===== src/verilog/sdpc_regs.svh =====
// Register map, field positions, reset values and constants of the divider/power block
`ifndef SDPC_REGS_SVH
`define SDPC_REGS_SVH
`define SDPC_OFF_CFG_LO 12'h000
`define SDPC_OFF_CFG_HI 12'h004
`define SDPC_OFF_MODE 12'h008
`define SDPC_OFF_STATUS 12'h00C
`define SDPC_OFF_IRQ_STAT 12'h010
`define SDPC_OFF_IRQ_MASK 12'h014
`define SDPC_INT_HI 39
`define SDPC_INT_LO 32
`define SDPC_FRAC_HI_HI 31
`define SDPC_FRAC_HI_LO 10
`define SDPC_SHARED_HI 9
`define SDPC_SHARED_LO 4
`define SDPC_BIT_PFD 3
`define SDPC_BIT_VCO 2
`define SDPC_BIT_FBD 1
`define SDPC_BIT_LOCKSEL 0
`define SDPC_CFG_RESET 40'h17_0000_03F6
`define SDPC_INT_MIN 8'h17
`define SDPC_IRQ_BITS 3
`define SDPC_IRQ_LOL 0
`define SDPC_IRQ_INTLOW 1
`define SDPC_IRQ_PD 2
`endif


===== src/verilog/sdpc_pkg.sv =====
// Types shared by the divider/power block
package sdpc_pkg;
    typedef enum logic [1:0] {
        SDPC_MODE_INTEGER,
        SDPC_MODE_FRACTIONAL,
        SDPC_MODE_RATIONAL
    } sdpc_mode_t;
    typedef enum logic [1:0] {
        SDPC_ST_IDLE,
        SDPC_ST_DATA
    } sdpc_bus_st_t;
endpackage


===== src/verilog/sdpc_top.sv =====
// AHB-Lite register bank for the second loop's divider and power configuration
//
// Overview of operation
// - Bits 31:10 fraction 27:6; fractional uses 28
// - Integer mode: top three bits interp or modulation
// - Fractional full interpolation: 28-bit fraction
// - Bits 9:4 fraction low or modulus low
// - Bit 3 powers charge pump and detector
// - Bit 2 powers oscillator, default one
// - Bit 1 powers feedback divider, default one
// - Power-down pin disables all three subsystems
// - Bit 0 selects readback or lock pin
//
// The implementer's own choices: the placing of the registers and the AHB-Lite register port.
`timescale 1ns/10ps
`include "sdpc_regs.svh"
module sdpc_top (
    input wire logic hclk,
    input wire logic hresetn,
    input wire logic clk_en,
    input wire logic hsel,
    input wire logic [11:0] haddr,
    input wire logic [1:0] htrans,
    input wire logic hwrite,
    input wire logic [2:0] hsize,
    input wire logic [31:0] hwdata,
    input wire logic hready,
    output logic [31:0] hrdata,
    output logic hreadyout,
    output logic hresp,
    input wire logic loop_powerdown_pin,
    input wire logic loss_of_lock,
    input wire logic serial_read_data,
    input wire logic [1:0] interp_sel,
    output logic shared_readback_lock_pin,
    output logic charge_pump_detector_power_en,
    output logic oscillator_power_up,
    output logic fb_divider_power_up,
    output logic [7:0] int_div,
    output logic [27:0] frac_div,
    output logic [5:0] modulus_low,
    output logic [2:0] interp_bits,
    output logic [2:0] mash_bits,
    output logic irq
);
    import sdpc_pkg::*;

    logic [39:0] second_loop_divider_power_config;
    sdpc_mode_t mode;
    logic [2:0] irq_stat;
    logic [2:0] irq_mask;
    logic [2:0] irq_event;
    logic lol_q;
    logic pd_q;
    logic int_low_q;
    logic wr_pend;
    logic [11:0] wr_addr;
    logic [31:0] next_rdata;
    logic [7:0] dec_int;
    logic [27:0] dec_frac;
    logic [5:0] dec_mod;
    logic [2:0] dec_interp;
    logic [2:0] dec_mash;
    logic pw_pfd;
    logic pw_vco;
    logic pw_fbd;
    logic addr_ok;
    logic wr_stat;
    logic [1:0] mode_code;

    assign addr_ok = hsel & hready & htrans[1];
    assign hreadyout = 1'b1;
    assign hresp = 1'b0;
    assign wr_stat = wr_pend & (wr_addr == `SDPC_OFF_IRQ_STAT);

    // Write data phase follows the captured address phase
    always_ff @(posedge hclk or negedge hresetn) begin
        if (!hresetn) begin
            wr_pend <= 1'b0;
            wr_addr <= 12'h000;
        end else if (clk_en) begin
            wr_pend <= addr_ok & hwrite;
            if (addr_ok) begin
                wr_addr <= haddr;
            end
        end
    end

    // Defaults power oscillator and feedback divider, leave charge pump and detector off, pin on readback
    always_ff @(posedge hclk or negedge hresetn) begin
        if (!hresetn) begin
            second_loop_divider_power_config <= `SDPC_CFG_RESET;
        end else if (clk_en && wr_pend) begin
            if (wr_addr == `SDPC_OFF_CFG_LO) begin
                second_loop_divider_power_config[31:0] <= hwdata;
            end else if (wr_addr == `SDPC_OFF_CFG_HI) begin
                second_loop_divider_power_config[39:32] <= hwdata[7:0];
            end
        end
    end

    // Mode comes from configuration outside the 40-bit word
    always_ff @(posedge hclk or negedge hresetn) begin
        if (!hresetn) begin
            mode <= SDPC_MODE_FRACTIONAL;
        end else if (clk_en && wr_pend && wr_addr == `SDPC_OFF_MODE) begin
            unique case (hwdata[1:0])
                2'h0: mode <= SDPC_MODE_INTEGER;
                2'h2: mode <= SDPC_MODE_RATIONAL;
                default: mode <= SDPC_MODE_FRACTIONAL;
            endcase
        end
    end

    always_comb begin
        unique case (mode)
            SDPC_MODE_INTEGER: mode_code = 2'h0;
            SDPC_MODE_RATIONAL: mode_code = 2'h2;
            default: mode_code = 2'h1;
        endcase
    end

    sdpc_divider_decode u_decode (
        .cfg(second_loop_divider_power_config),
        .mode(mode),
        .interp_sel(interp_sel),
        .int_div(dec_int),
        .frac_div(dec_frac),
        .modulus_low(dec_mod),
        .interp_bits(dec_interp),
        .mash_bits(dec_mash)
    );

    sdpc_power_gate u_power (
        .power_bits(second_loop_divider_power_config[`SDPC_BIT_PFD:`SDPC_BIT_FBD]),
        .loop_powerdown_pin(loop_powerdown_pin),
        .charge_pump_detector_on(pw_pfd),
        .oscillator_on(pw_vco),
        .fb_divider_on(pw_fbd)
    );

    // Registered outputs
    always_ff @(posedge hclk or negedge hresetn) begin
        if (!hresetn) begin
            charge_pump_detector_power_en <= 1'b0;
            oscillator_power_up <= 1'b0;
            fb_divider_power_up <= 1'b0;
            int_div <= 8'h00;
            frac_div <= 28'h000_0000;
            modulus_low <= 6'h00;
            interp_bits <= 3'h0;
            mash_bits <= 3'h0;
            shared_readback_lock_pin <= 1'b0;
        end else if (clk_en) begin
            charge_pump_detector_power_en <= pw_pfd;
            oscillator_power_up <= pw_vco;
            fb_divider_power_up <= pw_fbd;
            int_div <= dec_int;
            frac_div <= dec_frac;
            modulus_low <= dec_mod;
            interp_bits <= dec_interp;
            mash_bits <= dec_mash;
            // Pin carries lock loss as an interrupt level when selected
            shared_readback_lock_pin <= second_loop_divider_power_config[`SDPC_BIT_LOCKSEL]
                ? loss_of_lock : serial_read_data;
        end
    end

    // Events: lock loss rising, integer value below minimum, power-down entry
    always_ff @(posedge hclk or negedge hresetn) begin
        if (!hresetn) begin
            lol_q <= 1'b0;
            pd_q <= 1'b0;
            int_low_q <= 1'b0;
        end else if (clk_en) begin
            lol_q <= loss_of_lock;
            pd_q <= loop_powerdown_pin;
            int_low_q <= second_loop_divider_power_config[`SDPC_INT_HI:`SDPC_INT_LO]
                < `SDPC_INT_MIN;
        end
    end

    always_comb begin
        irq_event = 3'h0;
        irq_event[`SDPC_IRQ_LOL] = loss_of_lock & ~lol_q;
        irq_event[`SDPC_IRQ_INTLOW] = (second_loop_divider_power_config[39:32]
            < `SDPC_INT_MIN) & ~int_low_q;
        irq_event[`SDPC_IRQ_PD] = loop_powerdown_pin & ~pd_q;
    end

    // A new event in the clearing cycle survives the write-one-to-clear
    genvar gi;
    generate
        for (gi = 0; gi < `SDPC_IRQ_BITS; gi++) begin : g_irq
            always_ff @(posedge hclk or negedge hresetn) begin
                if (!hresetn) begin
                    irq_stat[gi] <= 1'b0;
                end else if (clk_en) begin
                    if (irq_event[gi]) begin
                        irq_stat[gi] <= 1'b1;
                    end else if (wr_stat && hwdata[gi]) begin
                        irq_stat[gi] <= 1'b0;
                    end
                end
            end
        end
    endgenerate

    always_ff @(posedge hclk or negedge hresetn) begin
        if (!hresetn) begin
            irq_mask <= 3'h0;
        end else if (clk_en && wr_pend && wr_addr == `SDPC_OFF_IRQ_MASK) begin
            irq_mask <= hwdata[2:0];
        end
    end

    always_ff @(posedge hclk or negedge hresetn) begin
        if (!hresetn) begin
            irq <= 1'b0;
        end else if (clk_en) begin
            irq <= |(irq_stat & irq_mask);
        end
    end

    // Read data registered at the address phase, valid in the data phase
    always_comb begin
        next_rdata = 32'h0000_0000;
        unique case (haddr)
            `SDPC_OFF_CFG_LO: next_rdata = second_loop_divider_power_config[31:0];
            `SDPC_OFF_CFG_HI: next_rdata = {24'h00_0000, second_loop_divider_power_config[39:32]};
            `SDPC_OFF_MODE: next_rdata = {30'h0000_0000, mode_code};
            `SDPC_OFF_STATUS: next_rdata = {28'h000_0000, charge_pump_detector_power_en,
                oscillator_power_up, fb_divider_power_up, loss_of_lock};
            `SDPC_OFF_IRQ_STAT: next_rdata = {29'h0000_0000, irq_stat};
            `SDPC_OFF_IRQ_MASK: next_rdata = {29'h0000_0000, irq_mask};
            default: next_rdata = 32'h0000_0000;
        endcase
    end

    always_ff @(posedge hclk or negedge hresetn) begin
        if (!hresetn) begin
            hrdata <= 32'h0000_0000;
        end else if (clk_en && addr_ok && !hwrite) begin
            hrdata <= next_rdata;
        end
    end
endmodule // sdpc_top


===== src/verilog/sdpc_divider_decode.sv =====
// Mode dependent decode of the divider fields
`timescale 1ns/10ps
`include "sdpc_regs.svh"
module sdpc_divider_decode (
    input wire logic [39:0] cfg,
    input wire sdpc_pkg::sdpc_mode_t mode,
    input wire logic [1:0] interp_sel,
    output logic [7:0] int_div,
    output logic [27:0] frac_div,
    output logic [5:0] modulus_low,
    output logic [2:0] interp_bits,
    output logic [2:0] mash_bits
);
    import sdpc_pkg::*;
    logic [2:0] top3;
    assign top3 = cfg[`SDPC_FRAC_HI_HI -: 3];
    assign int_div = cfg[`SDPC_INT_HI:`SDPC_INT_LO];
    always_comb begin
        frac_div = 28'h000_0000;
        modulus_low = 6'h00;
        interp_bits = 3'h0;
        mash_bits = 3'h0;
        unique case (mode)
            SDPC_MODE_FRACTIONAL: begin
                frac_div = cfg[`SDPC_FRAC_HI_HI:`SDPC_SHARED_LO];
            end
            SDPC_MODE_RATIONAL: begin
                frac_div = {cfg[`SDPC_FRAC_HI_HI:`SDPC_FRAC_HI_LO], 6'h00};
                modulus_low = cfg[`SDPC_SHARED_HI:`SDPC_SHARED_LO];
            end
            SDPC_MODE_INTEGER: begin
                // Low six bits take no part here
                if (interp_sel == 2'h3) begin
                    mash_bits = top3;
                end else begin
                    interp_bits = top3;
                end
            end
            default: begin
                frac_div = 28'h000_0000;
            end
        endcase
    end
endmodule // sdpc_divider_decode


===== src/verilog/sdpc_power_gate.sv =====
// Power enables forced off by the loop power-down pin
`timescale 1ns/10ps
`include "sdpc_regs.svh"
module sdpc_power_gate (
    input wire logic [2:0] power_bits,
    input wire logic loop_powerdown_pin,
    output logic charge_pump_detector_on,
    output logic oscillator_on,
    output logic fb_divider_on
);
    // Pin overrides the enable bits
    assign charge_pump_detector_on = power_bits[2] & ~loop_powerdown_pin;
    assign oscillator_on = power_bits[1] & ~loop_powerdown_pin;
    assign fb_divider_on = power_bits[0] & ~loop_powerdown_pin;
endmodule // sdpc_power_gate


===== config.mk =====
export PLATFORM = sky130hd
export DESIGN_NAME = sdpc_top
export DESIGN_NICKNAME = d
export VERILOG_FILES = /design/src/verilog/sdpc_pkg.sv /design/src/verilog/sdpc_top.sv /design/src/verilog/sdpc_divider_decode.sv /design/src/verilog/sdpc_power_gate.sv
export VERILOG_INCLUDE_DIRS = /design/src /design/src/verilog
export SDC_FILE = /design/constraint.sdc
export NUM_CORES = 1
export LEC_CHECK = 0
export ABC_AREA = 1
export BUFFER_PORTS_ARGS = -buffer_cell sky130_fd_sc_hd__buf_2
export CORE_ASPECT_RATIO = 0.9
export CORE_UTILIZATION = 55
export CTS_BUF_LIST = sky130_fd_sc_hd__clkbuf_4 sky130_fd_sc_hd__clkbuf_8
export CTS_CLUSTER_DIAMETER = 80
export DETAILED_ROUTE_END_ITERATION = 8
export GPL_TIMING_DRIVEN = 0
export PLACE_DENSITY = 0.78
export RECOVER_POWER = 100
export SYNTH_ARGS = -nofsm -noshare
export SYNTH_HDL_FRONTEND = slang
export SYNTH_SLANG_ARGS = --single-unit

===== constraint.sdc =====
create_clock -name hclk -period 3.85 [get_ports hclk]
set_input_delay 0.385 -clock hclk [delete_from_list [all_inputs] [get_ports hclk]]
set_output_delay 0.385 -clock hclk [all_outputs]
set_load 0.03 [all_outputs]

After elaboration in Yosys (flattened, before gate mapping)
Index checks and enable logic that the tools add are counted.

Bits in registers: 149. Output and inout port bits: 87. Logic and storage cells: 92.

$lt $le $gt $ge: 1. Equal/unequal tests: 13. Multiplexer cells: 16. Bitwise gates (word level): 16. Reductions and logical operators: 23.

Operators with widths (number): 32-bit case mux with 6 select lines (1); 28-bit case mux with 2 select lines (1); 12-bit by 5-bit equality test with 1-bit output, second input constant (4); 12-bit by 4-bit equality test with 1-bit output, second input constant (3); 12-bit by 3-bit equality test with 1-bit output, second input constant (2); 12-bit zero test (2); 3-bit two-way mux (4); 1-bit bitwise AND (10); 2-bit AND reduction (5); 1-bit logical AND (8); 8-bit by 5-bit less-than comparator with 1-bit output, second input constant (1); 2-bit case mux with 2 select lines (2); 1-bit two-way mux (7); 2-bit equality test, second input constant (3); 6-bit two-way mux (1); 2-bit nonzero test (3); 1-bit inverter (5); 2-bit zero test (2); 3-bit bitwise AND (1); 3-bit AND reduction (1); 3-bit OR reduction (1); 2-bit by 1-bit equality test with 1-bit output, second input constant (1); 1-bit zero test (1).

Longest topological paths before layout
Depth in word-level cells: 5. Mapped depth: 11. Mapped depth without buffers: 9.

Hierarchy
Synthesis repeated with hierarchy kept, for this count alone.

Cells, all modules: 834. Area, all modules: 6787.8 sq um.

By module, submodules not included: sdpc_top (times used 1, cells an instance 730, area each 6256.0 sq um); sdpc_divider_decode (times used 1, cells an instance 98, area each 509.2 sq um); sdpc_power_gate (times used 1, cells an instance 6, area each 22.5 sq um).

Worst setup path before layout
No wires, ideal clock.

Kind: reg-to-reg. Start: register mode[0]. End: register frac_div[10]. Arrival: 1.383 ns. Data required time: 3.720 ns. Path slack: 2.337 ns. Cell stages (with the launch flop): 6. Path buffers: 1. Cells stage by stage: dfstp_2 inv_1 ha_1 o21ai_0 clkbuf_1 o21ai_0.

Word-level cells in the longest chain between the ends: 2. Elaborated cells on any way between the ends: 3. Classes of those cells: eq/ne: 2; mux: 1.

Ends and longest elaborated chain: start, declared (line sdpc_top.sv:49) `sdpc_mode_t mode;`; start signal, assigned (line sdpc_top.sv:105) `mode <= SDPC_MODE_FRACTIONAL;`; start signal, assigned (line sdpc_top.sv:108) `2'h0: mode <= SDPC_MODE_INTEGER;`; start signal, assigned (line sdpc_top.sv:109) `2'h2: mode <= SDPC_MODE_RATIONAL;`; 2-bit equality test or 2-bit by 1-bit equality test with 1-bit output (tied branches) (line sdpc_divider_decode.sv:23) `unique case (mode)`; 28-bit case mux with 2 select lines (*) (line sdpc_divider_decode.sv:23); end signal, assigned (line sdpc_top.sv:159) `frac_div <= dec_frac;`; end, declared (line sdpc_top.sv:40) `output logic [27:0] frac_div,`.

Mark *: on every way between the ends. The rest lies on a longest branch, timed or not. A chain may end at the register's enable or synchronous reset.

Worst setup path in the final report
Start: register wr_addr[1]. End: register second_loop_divider_power_config[22].

Word-level cells in the longest chain between the ends: 2.

Ends and longest elaborated chain: start, declared (line sdpc_top.sv:57) `logic [11:0] wr_addr;`; start signal, assigned (line sdpc_top.sv:84) `wr_addr <= haddr;`; 12-bit zero test (no line); 2-bit AND reduction (no line); end signal, assigned (line sdpc_top.sv:92) `` second_loop_divider_power_config <= `SDPC_CFG_RESET; ``; end signal, assigned (line sdpc_top.sv:95) `second_loop_divider_power_config[31:0] <= hwdata;`; end, declared (line sdpc_top.sv:48) `logic [39:0] second_loop_divider_power_config;`.

No other way between the ends.

==> impl_metrics.tcl <==
set metrics [dict create \
    power_density_mw_per_mm2 430 \
    ys_ff_latch 149 \
    synthTopCellsByCount "nand2_1, dfrtp_1, o21ai_0, inv_1" \
    path_clk_slew_ns 0.08 \
    synth_top_cell_by_area "dfrtp_1" \
    netlist_area_mm2 0.00629 \
    pwr-share-clk_pct 38.1 \
    via_per_inst 5.33 \
    die_h_um 103 \
    rrSetupSlack_ns 1.31 \
    relSlewSlack_pct 59.8 \
    synth_top_area_share_pct 54.1 \
    wl_met3_um 1110 \
    finish.utilization_pct 67.4 \
    syn_avg_cell_area_um2 9.19 \
    vias 5379 \
    grt_use_total_pct 28.6 \
    fin_crit_ns 2.54 \
    hpwl_um 11800 \
    dr_wl_met2_um 7340 \
    place_ws_ns 1.78 \
    htreeDepth 4 \
    drc 0 \
    cts_hold_buf 1 \
    p_sw_uw 862 \
    die_area_mm2 0.0119 \
    drt-met1-wl_um 7290 \
    fmax_mhz 394 \
    n_fill_cell 973 \
    cp.required_ns 4.22 \
    cts_resized 0 \
    top_layer "met4" \
    hold_path_depth 3 \
    ys.flop_type "dfrtp_1" \
    worstReg2RegStart "wr_addr[1]$_DFFE_PN0P_" \
    setup_viol 0 \
    tightest_slew_ns 0.602 \
    finalSetupTns_ns 0 \
    first_global_vias 4975 \
    hold_end "second_loop_divider_power_config[26]$_DFFE_PN0P_" \
    rr_worst_depth 9 \
    p_sw_share_pct 27.1 \
    cts-root-buf "clkbuf_8" \
    max-cap-violations 0 \
    cts_tree "done" \
    cts_setup_buffers 0 \
    insertion_delay_ns 0.45 \
    p_int_mw 2.32 \
    synth-edff-count 0 \
    grt_first_pass_wirelength_um 25000 \
    finalPower_mw 3.18 \
    start_util_pct 57.2 \
    fp.dieW_um 115 \
    row_count 36 \
    cts_sinks 149 \
    yosysWarnings 0 \
    slew_violations 0 \
    hp-class "input pin to flop" \
    p_leak_nw 3.53 \
    fin_ws_ns 1.31 \
    drive_gt1_share_pct 13.8 \
    critPathMaxFanout 10 \
    hold_violations 0 \
    area_growth_pct 17.7 \
    syn_inst 684 \
    rsz0062_at_grt "no" \
    gp_congestion 0.900 \
    combPwrFrac_pct 9.7 \
    placed_area_mm2 0.00721 \
    grt_max_degree 101 \
    synth_cell_type_count 36 \
    wire_per_inst_um 15.9 \
    numCtsBuffers 17 \
    hp-start "hwdata[26]" \
    fin_crit_sh_pct 65.9 \
    yosysMostFrequentCell "nand2_1" \
    ant_nets 0 \
    startpoint_type "flop" \
    ir_drop_uv 296 \
    grt_overflow 0 \
    end_kind "flop" \
    syn_nets 747 \
    antenna_found_initial 0 \
    drtIter0Drc 376 \
    drt_pass1_iterations 5 \
    num_antenna_cells 0 \
    portBuffers 139 \
    crit-reg2reg-capture "second_loop_divider_power_config[22]$_DFFE_PN0P_" \
    core_mm2 0.0110 \
    synth_area_leaders "dfrtp_1, nand2_1, o21ai_0, dfstp_2, inv_1" \
    yosysSeqAreaShare_pct 59.6 \
    cts_buffer_depth 2 \
    finalNetCount 907 \
    outcome "finished, final reports clean" \
    stdcell_area_mm2 0.00740 \
    path_class "flop to flop" \
    async_reset_ff_share_pct 100 \
    skew_ns 0.0102 \
    seq_power_share_pct 52.2 \
    crit_arrival_ns 2.90 \
    drt_wl_total_um 16100 \
    ioPinCount 147 \
]
[power by group through the flow]
stage | Clock, mW | Sequential [mW] | Combinational [mW]
2_1_floorplan | 0 | 1.75 | 0.119
3_3_place_gp | 0 | 1.69 | 0.313
3_5_place_dp | 0 | 1.69 | 0.326
4_1_cts | 1.22 | 1.66 | 0.329
5_1_grt | 1.29 | 1.67 | 0.344
6_report | 1.21 | 1.66 | 0.310
[final cells by class]
cell class | instances | area, um^2 | area share, %
clock buffers | 20 | 269 | 3.63
inverters | 72 | 272 | 3.67
multi-input cells | 432 | 2020 | 27.2
well taps | 152 | 190 | 2.57
flip-flops and latches | 149 | 3740 | 50.6
clock inverters | 12 | 129 | 1.74
repair buffers | 141 | 633 | 8.55
plain buffers | 31 | 149 | 2.01
[critical path, cell delays in order, from the launching register on]
cell and delay, ns:
dfrtp_1 0.38, nor2_1 0.17, clkinv_1 0.11, nor3_1 0.36, nand3_2 0.11, nor2_1 0.41
clkbuf_1 0.52, buf_6 0.23, nand2_1 0.07, o21ai_0 0.09
[layer usage]
metal | global-route usage (%) | up-vias
met3 | 6.88 | 26
met2 | 43.5 | 206
li1 | - | 2538
met4 | 11.9 | 0
met1 | 40.0 | 2609
met5 | 0 | -
[registers in the layout, summed over array words and instances, names as in the netlist, 2 cells and up]
name / flops
modulus_low: 6
hrdata: 32
mash_bits: 3
interp_bits: 3
second_loop_divider_power_config: 40
frac_div: 28
mode: 2
int_div: 8
irq_stat: 3
irq_mask: 3
wr_addr: 12
[metrics by stage]
stage	hold WS (ns)	cells
2_1_floorplan	0.0894	684
3_3_place_gp	0.461	975
3_5_place_dp	0.360	976
4_1_cts	0.119	1009
5_1_grt	0.124	1009
6_report	0.139	1009
[worst max path at each step]
stage	from	to	slack, ns	cells past startpoint
after floorplan	mode[0]$_DFFE_PN1P_	frac_div[10]$_DFFE_PN0P_	2.34	5
after global placement	hresetn	second_loop_divider_power_config[24]$_DFFE_PN0P_	0.38	1
after detailed placement	mode[0]$_DFFE_PN1P_	frac_div[11]$_DFFE_PN0P_	1.78	5
after CTS	mode[0]$_DFFE_PN1P_	frac_div[6]$_DFFE_PN0P_	1.77	5
after global routing	wr_addr[1]$_DFFE_PN0P_	second_loop_divider_power_config[22]$_DFFE_PN0P_	1.12	9
final	wr_addr[1]$_DFFE_PN0P_	second_loop_divider_power_config[22]$_DFFE_PN0P_	1.31	9
[cells in the final DEF, fill, tap and decap left out, drive strengths merged, types with 4 or more instances in the layout]
| master | n |
|---|---|
| nor2 | 37 |
| clkbuf | 129 |
| nand2 | 200 |
| buf | 62 |
| a21oi | 13 |
| inv | 70 |
| o21ai | 95 |
| dfstp | 13 |
| o31ai | 30 |
| clkinvlp | 7 |
| clkinv | 5 |
| dfrtp | 136 |
| o22ai | 4 |
| nand3 | 34 |
[logic make-up (layout without fill, tap and decap cells)]
| kind of cell | count (synthesis) | in the layout | share of synthesized area [%] |
|---|---|---|---|
| muxes | 1 | 1 | 0.159 |
| DFF | 149 | 149 | 59.6 |
| other | 2 | 2 | 0.119 |
| buffers and inverters | 103 | 276 | 7.18 |
| and+or+nand+nor | 281 | 281 | 18.9 |
| AOI/OAI and AO/OA | 145 | 145 | 13.5 |
| adders and majority gates | 3 | 3 | 0.597 |
No activity file was read; power rests on OpenSTA's default activity.
